**src/shared/utec_pkg.sv**
```systemverilog
// Package for the USB transmit endpoint control block: offsets, fields, state carriers
// Overview of operation
// Bit 14 set selects isochronous; clear selects bulk or interrupt transfers.
// Bit 13 picks Tx or Rx direction, only when the FIFO is shared.
// Bit 12 set lets the endpoint raise DMA requests for transmit data.
// Writing one to bit 11 flips the toggle and drops the current packet.
// With DMA, bit 10 set keeps only error interrupts; clear interrupts per packet.
// Writing one to bit 6 resets the data toggle to zero.
// Sending STALL sets bit 5, flushes FIFO, clears packet-loaded; software clears it.
// While bit 4 is set every IN token gets a STALL handshake.
// The stall request does nothing while the endpoint is isochronous.
// Writing one to bit 3 flushes next packet and clears packet-loaded.
// A flush is ignored unless packet-loaded is set.
// Software may flush twice to empty a double-buffered FIFO; here the second flush is ignored, as packet-loaded is already clear.
// An IN token with packet-loaded clear sets sticky underrun bit 2.
// Bit 1 is set whenever the FIFO holds a packet; software clears it.
// Software sets bit 0 after loading a packet; hardware clears it when sent.
// Clearing packet-loaded after transmission raises the transmit interrupt if enabled.
// In device role bits 15 and 9 to 7 read as zero.
// Host role layout: bits 13-10 control, 9 unlock, 8 toggle, 7 NAK halt, 6 reset.
// Host role: three attempts with no handshake set error and interrupt, non-iso only.
// Host role: a received STALL sets its flag, flushes, clears packet-loaded.
// Toggle bit takes writes only while unlock is set; unlock then self-clears.
// Host role: setup select with packet-loaded sends SETUP and clears the toggle.
// The register shows device or host layout by current role, one storage.
package utec_pkg;
	localparam logic [31:0] CSR_ADDR = 32'h0000_0000;
	localparam int B_ISO = 14;
	localparam int B_MODE = 13;
	localparam int B_DMA_EN = 12;
	localparam int B_FLIP = 11;
	localparam int B_DPOL = 10;
	localparam int B_UNLOCK = 9;
	localparam int B_TOG = 8;
	localparam int B_NAK = 7;
	localparam int B_TRST = 6;
	localparam int B_STALLF = 5;
	localparam int B_B4 = 4;
	localparam int B_FLUSH = 3;
	localparam int B_ERR = 2;
	localparam int B_OCC = 1;
	localparam int B_LOAD = 0;
	localparam logic [1:0] ATTEMPT_LIMIT = 2'h3;
	localparam logic [15:0] CSR_RESET = 16'h0000;
	localparam logic [15:0] DEV_RD_MASK = 16'h7c7f;
	localparam logic [15:0] HOST_RD_MASK = 16'h3fff;

	typedef struct packed {
		logic in_token;
		logic pkt_sent;
		logic stall_rx;
		logic no_handshake;
		logic nak_timeout;
		logic fifo_has_pkt;
	} utec_link_ev_t;

	typedef struct packed {
		logic stall_hs;
		logic flush;
		logic tx_irq;
		logic err_irq;
		logic dma_req;
		logic toggle;
		logic setup_tok;
		logic iso;
		logic dir_tx;
	} utec_link_out_t;
endpackage : utec_pkg

```
**src/hdl/utec_tx_endpoint.sv**
```systemverilog
// USB transmit endpoint control and status logic behind a classic Wishbone slave
`timescale 1ns/1ps
module utec_tx_endpoint
	import utec_pkg::*;
(
	input wire logic clk_i, // 100 MHz controller clock
	input wire logic rst_i, // Synchronous reset, active high
	input wire logic host_role_i, // Controller currently in host role
	input wire logic shared_fifo_i, // Endpoint FIFO shared by both directions
	input wire logic wb_cyc_i, // Wishbone cycle
	input wire logic wb_stb_i, // Wishbone strobe
	input wire logic wb_we_i, // Wishbone write enable
	input wire logic [31:0] wb_adr_i, // Wishbone byte address
	input wire logic [3:0] wb_sel_i, // Wishbone byte selects
	input wire logic [31:0] wb_dat_i, // Wishbone write data
	output logic [31:0] wb_dat_o, // Wishbone read data
	output logic wb_ack_o, // Wishbone acknowledge
	input wire utec_pkg::utec_link_ev_t ev_i, // Link events, one-cycle pulses
	output utec_pkg::utec_link_out_t link_o // Endpoint controls toward link
);
	import utec_pkg::*;

	logic [15:0] csr;
	logic [15:0] next_csr;
	logic [1:0] attempts;
	logic [1:0] next_attempts;
	logic ack;
	logic next_ack;
	logic [31:0] rdat;
	logic [31:0] next_rdat;
	utec_link_out_t lo;
	utec_link_out_t next_lo;

	logic hit;
	logic wr;
	logic [15:0] wd;
	logic [15:0] wen;
	logic [15:0] view;

	assign hit = (wb_adr_i == CSR_ADDR);
	assign wen = {{8{wb_sel_i[1]}}, {8{wb_sel_i[0]}}};
	assign wd = wb_dat_i[15:0] & wen;
	// Write lands on the edge where the master samples ack
	assign wr = wb_cyc_i && wb_stb_i && wb_we_i && ack && hit;
	// Both layouts view one storage word
	assign view = csr & (host_role_i ? HOST_RD_MASK : DEV_RD_MASK);

	always_comb
	begin
		next_ack = wb_cyc_i && wb_stb_i && !ack;
		next_rdat = 32'h0000_0000;
		if (next_ack && hit)
		begin
			next_rdat = {16'h0000, view};
		end
	end

	always_ff @(posedge clk_i)
	begin
		if (rst_i)
		begin
			ack <= 1'b0;
			rdat <= 32'h0000_0000;
		end
		else
		begin
			ack <= next_ack;
			rdat <= next_rdat;
		end
	end

	always_comb
	begin
		logic stall_on;
		logic drop;
		logic sent;
		stall_on = 1'b0;
		drop = 1'b0;
		sent = 1'b0;
		next_csr = csr;
		next_attempts = attempts;
		next_lo = lo;
		next_lo.stall_hs = 1'b0;
		next_lo.flush = 1'b0;
		next_lo.tx_irq = 1'b0;
		next_lo.err_irq = 1'b0;

		// Software writes first, so hardware events below win over clears
		if (wr)
		begin
			next_csr[B_MODE] = wd[B_MODE];
			next_csr[B_DMA_EN] = wd[B_DMA_EN];
			next_csr[B_DPOL] = wd[B_DPOL];
			if (!host_role_i)
			begin
				next_csr[B_ISO] = wd[B_ISO];
				next_csr[B_B4] = wd[B_B4];
			end
			else
			begin
				next_csr[B_ISO] = 1'b0;
				if (wd[B_UNLOCK] || csr[B_UNLOCK])
				begin
					next_csr[B_TOG] = wd[B_TOG];
					next_csr[B_UNLOCK] = 1'b0;
				end
				if (!wd[B_NAK])
				begin
					next_csr[B_NAK] = 1'b0;
				end
				if (wd[B_B4] && wd[B_LOAD])
				begin
					next_csr[B_B4] = 1'b1;
					next_csr[B_TOG] = 1'b0;
				end
			end
			if (wd[B_FLIP])
			begin
				next_csr[B_TOG] = !csr[B_TOG];
				next_lo.flush = 1'b1;
				next_csr[B_LOAD] = 1'b0;
			end
			if (wd[B_TRST])
			begin
				next_csr[B_TOG] = 1'b0;
			end
			if (wd[B_FLUSH] && csr[B_LOAD])
			begin
				next_lo.flush = 1'b1;
				next_csr[B_LOAD] = 1'b0;
			end
			// Sticky flags clear on a written zero, keep on a one
			if (!wd[B_STALLF])
			begin
				next_csr[B_STALLF] = 1'b0;
			end
			if (!wd[B_ERR])
			begin
				next_csr[B_ERR] = 1'b0;
			end
			if (!wd[B_OCC])
			begin
				next_csr[B_OCC] = 1'b0;
			end
			if (wd[B_LOAD] && !wd[B_FLIP])
			begin
				next_csr[B_LOAD] = 1'b1;
			end
		end

		if (!host_role_i)
		begin
			// Isochronous endpoints never stall
			stall_on = csr[B_B4] && !csr[B_ISO];
			if (ev_i.in_token)
			begin
				if (stall_on)
				begin
					next_lo.stall_hs = 1'b1;
					next_csr[B_STALLF] = 1'b1;
					drop = 1'b1;
				end
				else if (!csr[B_LOAD])
				begin
					next_csr[B_ERR] = 1'b1;
					next_lo.err_irq = 1'b1;
				end
			end
		end
		else
		begin
			if (ev_i.stall_rx)
			begin
				next_csr[B_STALLF] = 1'b1;
				drop = 1'b1;
			end
			if (ev_i.nak_timeout)
			begin
				next_csr[B_NAK] = 1'b1;
			end
			if (ev_i.no_handshake && !csr[B_ISO])
			begin
				if (attempts == ATTEMPT_LIMIT - 2'h1)
				begin
					next_attempts = 2'h0;
					next_csr[B_ERR] = 1'b1;
					next_lo.err_irq = 1'b1;
				end
				else
				begin
					next_attempts = attempts + 2'h1;
				end
			end
		end

		if (ev_i.pkt_sent && csr[B_LOAD] && !drop)
		begin
			sent = 1'b1;
			next_csr[B_LOAD] = 1'b0;
			next_csr[B_TOG] = !csr[B_TOG];
			next_attempts = 2'h0;
			if (host_role_i)
			begin
				next_csr[B_B4] = 1'b0;
			end
			// DMA policy set hides per-packet interrupts
			next_lo.tx_irq = !(csr[B_DMA_EN] && csr[B_DPOL]);
		end
		if (drop)
		begin
			next_lo.flush = 1'b1;
			next_csr[B_LOAD] = 1'b0;
		end
		if (ev_i.fifo_has_pkt)
		begin
			next_csr[B_OCC] = 1'b1;
		end

		next_lo.dir_tx = shared_fifo_i ? next_csr[B_MODE] : 1'b1;
		// Ask for data only while the endpoint has no packet waiting
		next_lo.dma_req = next_csr[B_DMA_EN] && next_lo.dir_tx && !next_csr[B_LOAD] && !sent;
		next_lo.toggle = next_csr[B_TOG];
		next_lo.setup_tok = host_role_i && next_csr[B_B4] && next_csr[B_LOAD];
		next_lo.iso = !host_role_i && next_csr[B_ISO];
	end

	always_ff @(posedge clk_i)
	begin
		if (rst_i)
		begin
			csr <= CSR_RESET;
			attempts <= 2'h0;
			lo <= '0;
		end
		else
		begin
			csr <= next_csr;
			attempts <= next_attempts;
			lo <= next_lo;
		end
	end

	assign wb_ack_o = ack;
	assign wb_dat_o = rdat;
	assign link_o = lo;
endmodule : utec_tx_endpoint

```
**config.mk**
```make
export PLATFORM = sky130hd
export DESIGN_NAME = utec_tx_endpoint
export DESIGN_NICKNAME = d
export VERILOG_FILES = /design/src/shared/utec_pkg.sv /design/src/hdl/utec_tx_endpoint.sv
export SDC_FILE = /design/constraint.sdc
export NUM_CORES = 1
export LEC_CHECK = 0
export BUFFER_PORTS_ARGS = -buffer_cell sky130_fd_sc_hd__buf_2
export CAP_MARGIN = 0
export CORE_MARGIN = 4
export CORE_UTILIZATION = 41
export DETAILED_ROUTE_END_ITERATION = 10
export GPL_TIMING_DRIVEN = 1
export MAX_ROUTING_LAYER = met4
export PLACE_DENSITY_LB_ADDON = 0.12
export SLEW_MARGIN = 20
export SYNTH_ARGS = -nofsm -noshare
export SYNTH_HDL_FRONTEND = slang
export SYNTH_SLANG_ARGS = --single-unit
```
**constraint.sdc**
```tcl
create_clock -name clk_i -period 3.93 [get_ports clk_i]
set_input_delay 0.5895 -clock clk_i [delete_from_list [all_inputs] [get_ports clk_i]]
set_output_delay 0.5895 -clock clk_i [all_outputs]
set_load 0.01 [all_outputs]
```
# Word level (Yosys, flattened, before mapping)
# Index checks and enable logic that the tools add are counted.
# classes
addsub	1
n_eq_ne	3
mux	57
bitwise_logic	4
reduce_logical	39
# ops
op	n
$mux W1	47
$logic_not A32 Y1	1
$and A15 B15 Y15	2
$logic_and A1 B1 Y1	20
$mux W15	1
$mux W2	7
$logic_not A1 Y1	9
$reduce_or A2 Y1	4
$mux W3	2
$reduce_and A2 Y1	2
$ne A3 B2 Y1 const B	1
$reduce_and A3 Y1	1
$add A2 B1 Y2 const B	1
$eq A2 B2 Y1 const B	1
$ne A2 B2 Y1 const B	1
$not A1 Y1	2
$reduce_bool A2 Y1	1
$logic_or A1 B1 Y1	1
# totals
reg_bits	56
in_bits	81
wordCells	121

# Logic depth before layout (Yosys ltp)
# Gate-level depths: netlist of run 1.
# depth
word_depth	12
ltp_mapped	6
depth_no_buf	5

# Worst setup path after synthesis of run 1
# No wires, ideal clock.
# synth_path
path_kind	input to register
start	input wb_adr_i[26]
end	register lo, in the netlist link_o[4]
arrival_ns	2.030
t_required_ns	3.816
setup_slack_ns	1.785
path_stages	6
path_buffers	1
cell_sequence	nor4_1 > nand4_1 > or3_1 > buf_6 > mux2i_1 > a2111oi_0
# synth_between
elab_chain_cells	8
elab_cells_between_ends	11
cone_classes	5 x mux; 6 x reduce/logical
# synth_rtl
element	line	source
start, declared	utec_tx_endpoint.sv:13	input wire logic [31:0] wb_adr_i,
$logic_not A32 Y1 *	utec_tx_endpoint.sv:40	assign hit = (wb_adr_i == CSR_ADDR);
$logic_and A1 B1 Y1 *	utec_tx_endpoint.sv:44	assign wr = wb_cyc_i && wb_stb_i && wb_we_i && ack && hit;
$mux W3	utec_tx_endpoint.sv:89	if (wr)
$mux W1	utec_tx_endpoint.sv:196	if (ev_i.pkt_sent && csr[B_LOAD] && !drop)
$mux W1	utec_tx_endpoint.sv:209	if (drop)
$logic_not A1 Y1	utec_tx_endpoint.sv:221	next_lo.dma_req = next_csr[B_DMA_EN] && next_lo.dir_tx && !next_csr[B_LOAD] && !sent;
$logic_and A1 B1 Y1 * (2 in series)	utec_tx_endpoint.sv:221	
end signal, assigned	utec_tx_endpoint.sv:239	lo <= next_lo;
end, declared	utec_tx_endpoint.sv:31	utec_link_out_t lo;
# Every way passes the cells marked *; elsewhere a longest branch is shown, timed or not. The select of a mux whose other input is x is not followed.
# A chain may end at the register's enable or synchronous reset.

# Final worst setup path of run 1
# layout_path
start	input wb_adr_i[10]
end	register lo, in the netlist link_o[2]
# layout_between
elab_chain_cells	7
elab_cells_between_ends	10
cone_classes	6 x mux; 4 x reduce/logical
# layout_rtl
element	line	source
$logic_not A32 Y1 *	utec_tx_endpoint.sv:40	
$logic_and A1 B1 Y1 *	utec_tx_endpoint.sv:44	
$mux W2	utec_tx_endpoint.sv:89	
$mux W1	utec_tx_endpoint.sv:202	if (host_role_i)
$mux W1	utec_tx_endpoint.sv:196	
$logic_and A1 B1 Y1	utec_tx_endpoint.sv:223	next_lo.setup_tok = host_role_i && next_csr[B_B4] && next_csr[B_LOAD];
$logic_and A1 B1 Y1 *	utec_tx_endpoint.sv:223	
# Marked as above.

==> reports/results.txt, run 1 <==
status: complete, no violations
Worst-path clk slew: 0.07 ns
DRC viols: 0
Diodes inserted: 0
Synth top area share: 43.9%
clock latency on the worst-skew pair: 0.29 ns
vias: 1468
Mapped Cells: 173
Die Footprint: 4700 µm²
Die Wd: 68.6 µm
crit-path leading delay family: simple AND/OR/NAND/NOR gates
Routed Antenna Nets: 0
library cells used by synthesis: 39
Rows: 21
clk sinks: 33
Total GRT Usage: 17.6%
Core ar.: 3440 µm²
kind of critical path: primary input to register
Reg2Reg Setup Slack: 2.24 ns
drt total wl: 3850 µm
Pwr Total: 0.658 mW
crit path capture type: register
Min Clock Period, post-route: 2.21 ns
Synth Flop Type: dfxtp_1
critical path launch point type: primary input
Critical Path Stages: 6
synthesized cell area: 1510 µm²
area delta synth->final: 28.8%
first drt pass iteration count: 4
Remaining Overflow, GRT: 0
clock buffer depth: 2
Max Clock Skew: 0.00502 ns
FF-to-FF path depth: 4
Seq/Total Area, Yosys: 43.9%
Synth area leader: dfxtp_1
WP buf/inv: 1
clock buffer count from CTS: 5
number of H-tree levels: 2
initial antenna violation count: 0
Post-synth EDFFs: 0
area post-placement: 1850 µm²
Max Slew Vio Count: 0
Critical-path top delay cell: nor3_2
top cells by instance count after synthesis: dfxtp_1, buf_4, nand2_1
Design Area, Final: 1940 µm²
Slew HR: 55.5%
Port Buffer Count: 82
Layout Nets: 334
Crit path arrival time: 2.44 ns
largest net degree at the start of global routing: 19
CTS tree: built
first-pass GRT wire length: 5980 µm
crit-path cells: buf_2, nor4_1, nand4_1, nor3_2, a41oi_1, and4bb_1
hold_buf cts: 0
CP endpoint: link_o[2]$_SDFF_PP0_
period utilisation layout: 56.3%
Root Driver: clkbuf_8
Max-cap violations: 0
top cells by area, synth: dfxtp_1, buf_4, a21oi_1, nand2_1, and2_1
GP Congestion: 0.763
Initial Util: 43.7%
Seq cells post-synth: 33
1st-iter DRT viols: 76
syn avg cell area: 8.70 µm²
leak pwr: 0.948 nW
PwrDens: 339 nW/µm²
fillcell total: 358
fmax: 452 MHz
Post-CTS Setup Inserts: 0
crit path launch: wb_adr_i[10]
layout cell share with drive strength beyond 1: 36.6%
actual slew at the worst max-slew pin: 0.665 ns
RR Startpoint: wb_ack_o$_SDFF_PP0_
Peak VDD IR: 0.109 mV
WP data required: 4.16 ns
Avg Vias per Cell: 4.89
vias in the first global route: 1323
Setup TNS Final: 0 ns
FFs w/ async S/R, synth: 0%
Final setup viols: 0
Fin. Hold Viols: 0
final cell utilization of the core: 56.3%
wire per inst: 12.8 µm
post_cts resized: 0
Die H: 68.6 µm
Tightest Hold Check Type: register to register
CP max FO: 9
RSZ-0062 raised after global routing: false
warnings from Yosys: 0
CP max stage delay: 0.62 ns
placed wire-length estimate: 3040 µm
cell with the most instances after synthesis: dfxtp_1
Worst R2R End: link_o[2]$_SDFF_PP0_
Min Hold Slack: 0.447 ns
# IOs: 123
[worst min path at each step]
stage	cells after the start	startpoint	slack [ns]	endpoint
final	1	csr[5]$_SDFF_PP0_	0.45	wb_dat_o[5]$_SDFF_PP0_
after global routing	1	csr[5]$_SDFF_PP0_	0.48	wb_dat_o[5]$_SDFF_PP0_
after CTS	1	csr[5]$_SDFF_PP0_	0.45	wb_dat_o[5]$_SDFF_PP0_
after detailed placement	1	csr[5]$_SDFF_PP0_	0.44	wb_dat_o[5]$_SDFF_PP0_
after global placement	1	csr[5]$_SDFF_PP0_	0.43	wb_dat_o[5]$_SDFF_PP0_
after floorplan	1	csr[1]$_SDFFE_PP0P_	0.42	wb_dat_o[1]$_SDFF_PP0_
[metrics by stage]
stage,setup WS (ns),std cells
6_report,1.72,300
5_1_grt,1.55,300
4_1_cts,1.75,300
3_5_place_dp,1.44,292
3_3_place_gp,1.44,292
2_1_floorplan,1.79,193
[sequential cells by signal (all words and copies together) (netlist names)]
name      flops
csr          11
wb_dat_o     11
link_o        8
attempts      2
wb_ack_o      1
[final cells by class]
type | instances | area [µm²] | area share [%]
inverters | 2 | 7.51 | 0.387
clock inverters | 3 | 17.5 | 0.903
well taps | 46 | 57.6 | 2.97
multi-input cells | 128 | 709 | 36.6
flip-flops and latches | 33 | 661 | 34.1
repair buffers | 83 | 418 | 21.5
clock buffers | 5 | 68.8 | 3.55
[per-layer routing]
metal	global-route usage (%)	routed length, µm	up-vias
met3	5.51	343	3
met4	3.72	29	0
met2	28.6	1910	61
met5	-	0	-
li1	-	-	734
met1	21.4	1570	670
[cells by family after synthesis]
group | count (synthesis) | synth area share, %
AOI/OAI and AO/OA | 32 | 14.0
buffers and inverters | 32 | 14.0
muxes | 1 | 0.665
DFF | 33 | 43.9
other | 1 | 0.249
and+or+nand+nor | 74 | 27.2
[cell usage in the layout (no fill, tap or decap), types with 2 or more instances in the layout]
| cell | n |
|---|---|
| buf_2 | 82 |
| nand2_1 | 17 |
| conb_1 | 21 |
| a211oi_1 | 2 |
| nor4_1 | 10 |
| o21ai_0 | 3 |
| a21oi_1 | 13 |
| and2_1 | 10 |
| dfxtp_1 | 33 |
| nand2b_1 | 2 |
| nand3b_1 | 2 |
| nand3_1 | 6 |
| clkbuf_8 | 5 |
| o21a_1 | 2 |
| nor3b_1 | 2 |
| nor2b_1 | 2 |
| clkinv_2 | 2 |
| inv_1 | 2 |
| nor2_1 | 7 |
| nor3_1 | 5 |
| and3_1 | 3 |
| nand4_1 | 3 |
| o2111ai_1 | 2 |
[where the power goes]
group	internal, mW	switching, mW
Sequential	0.340	0.00264
Combinational	0.0327	0.0396
Clock	0.122	0.121
Total	0.495	0.163
Note: power is estimated with default switching activity, not from simulation.
==> run 2, diff against run 1 <==
CORE_UTILIZATION = 38   (was 41)
clock period = 2.23 ns   (was 3.93 ns; I/O delays follow)
==> run 2 against run 1 <==
First-iteration DRC count fell by 41%; largest power group unchanged; critical path type unchanged; cell count rose by 2.0%; routed wire length increased by 1.5%; combinational power up 75%; clock power increased by 82%; via count shrank 2.3%; hold slack got worse by 0.19 ns.
==> reports/results.txt, run 2 (synthesis results as in run 1) <==
clock buffer depth: 2
status: complete, no violations
CTS tree: built
drt total wl: 3910 µm
commonest non-fill, non-tap cell in the layout: buf_2
Max Slew Vio Count: 0
clock latency on the worst-skew pair: 0.28 ns
initial antenna violation count: 0
post_cts resized: 0
kind of critical path: primary input to register
leak pwr: 0.971 nW
PwrDens: 593 nW/µm²
Worst-path clk slew: 0.06 ns
Min Clock Period, post-route: 1.74 ns
crit-path cells: buf_2, nor4_1, nand4_1, or3_1, mux2i_1, a2111oi_0
Max-cap violations: 0
largest net degree at the start of global routing: 19
vias: 1434
Diodes inserted: 0
CP max stage delay: 0.44 ns
Core ar.: 3740 µm²
clock buffer count from CTS: 5
clk sinks: 33
Remaining Overflow, GRT: 0
Peak VDD IR: 0.238 mV
Root Driver: clkbuf_8
GP Congestion: 0.775
CP max FO: 3
fmax: 574 MHz
RSZ-0062 raised after global routing: false
Port Buffer Count: 82
vias in the first global route: 1353
critical path launch point type: primary input
number of H-tree levels: 2
wire per inst: 12.8 µm
DRC viols: 0
Post-CTS Setup Inserts: 0
sequential cell area: 661 µm²
Tightest Hold Check Type: primary input to register
1st-iter DRT viols: 45
Total GRT Usage: 16.5%
crit path capture type: register
Die H: 70.9 µm
first drt pass iteration count: 4
Rows: 22
Crit path arrival time: 1.89 ns
Die Wd: 70.9 µm
Die Footprint: 5030 µm²
most frequent cells in the layout: buf_2, dfxtp_1, conb_1, nand2_1, a21oi_1
WP data required: 2.38 ns
Avg Vias per Cell: 4.69
Layout Nets: 339
Max Clock Skew: 0.00326 ns
Final setup viols: 0
Pwr Total: 1.17 mW
# IOs: 123
Initial Util: 40.2%
Fin. Hold Viols: 0
placed wire-length estimate: 3130 µm
fillcell total: 391
Multi-input gate area: 709 µm²
period utilisation layout: 78.1%
Setup TNS Final: 0 ns
area delta synth->final: 31.5%
Critical-path top delay cell: or3_1
Routed Antenna Nets: 0
first-pass GRT wire length: 6370 µm
layout cell share with drive strength beyond 1: 37.2%
hold_buf cts: 0
-- run 2: final timing paths --
path	start	endpoint	slack, ns	depth (start not counted)
max	wb_adr_i[2]	link_o[4]$_SDFF_PP0_	0.49	6
min	shared_fifo_i	link_o[0]$_SDFF_PP0_	0.26	2
max reg2reg	csr[14]$_SDFF_PP0_	link_o[4]$_SDFF_PP0_	0.58	5
min reg2reg	csr[1]$_SDFFE_PP0P_	wb_dat_o[1]$_SDFF_PP0_	0.45	1
-- run 2: power breakdown --
part	internal (mW)	switching [mW]
combinational	0.0577	0.0695
clock	0.244	0.199
sequential	0.600	0.00419
-- run 2: metal layers --
metal	up-vias	track usage, %	wire length, µm
li1	740	-	-
met1	639	20.9	1750
met2	49	24.9	1830
met3	6	5.26	270
met4	0	5.64	59
met5	-	-	0
-- run 2: cell type report --
| class | instances | area share, % |
|---|---|---|
| tap | 48 | 3.03 |
| inverter | 2 | 0.379 |
| multi-input combinational | 128 | 35.8 |
| clock buffer | 7 | 4.36 |
| sequential | 33 | 33.4 |
| timing repair buffer | 88 | 23.0 |
-- run 2: metrics by stage --
step / worst slack (ns) / area [µm²] / hold slack (ns) / util, % / std cells
4_1_cts: 0.502 / 1980 / 0.251 / 52.9 / 306
5_1_grt: 0.361 / 1980 / 0.252 / 52.9 / 306
3_3_place_gp: 0.112 / 1890 / 0.444 / 50.6 / 299
6_report: 0.488 / 1980 / 0.260 / 52.9 / 306
2_1_floorplan: 0.340 / 1580 / 0.423 / - / 193
3_5_place_dp: 0.207 / 1890 / 0.440 / 50.6 / 299
-- run 2: critical path, delay by kind of cell --
kind | cells | cell delay (ns)
muxes | 1 | 0.17
buffers and inverters | 1 | 0.09
AOI/OAI and AO/OA | 1 | 0.40
and+or+nand+nor | 3 | 0.90
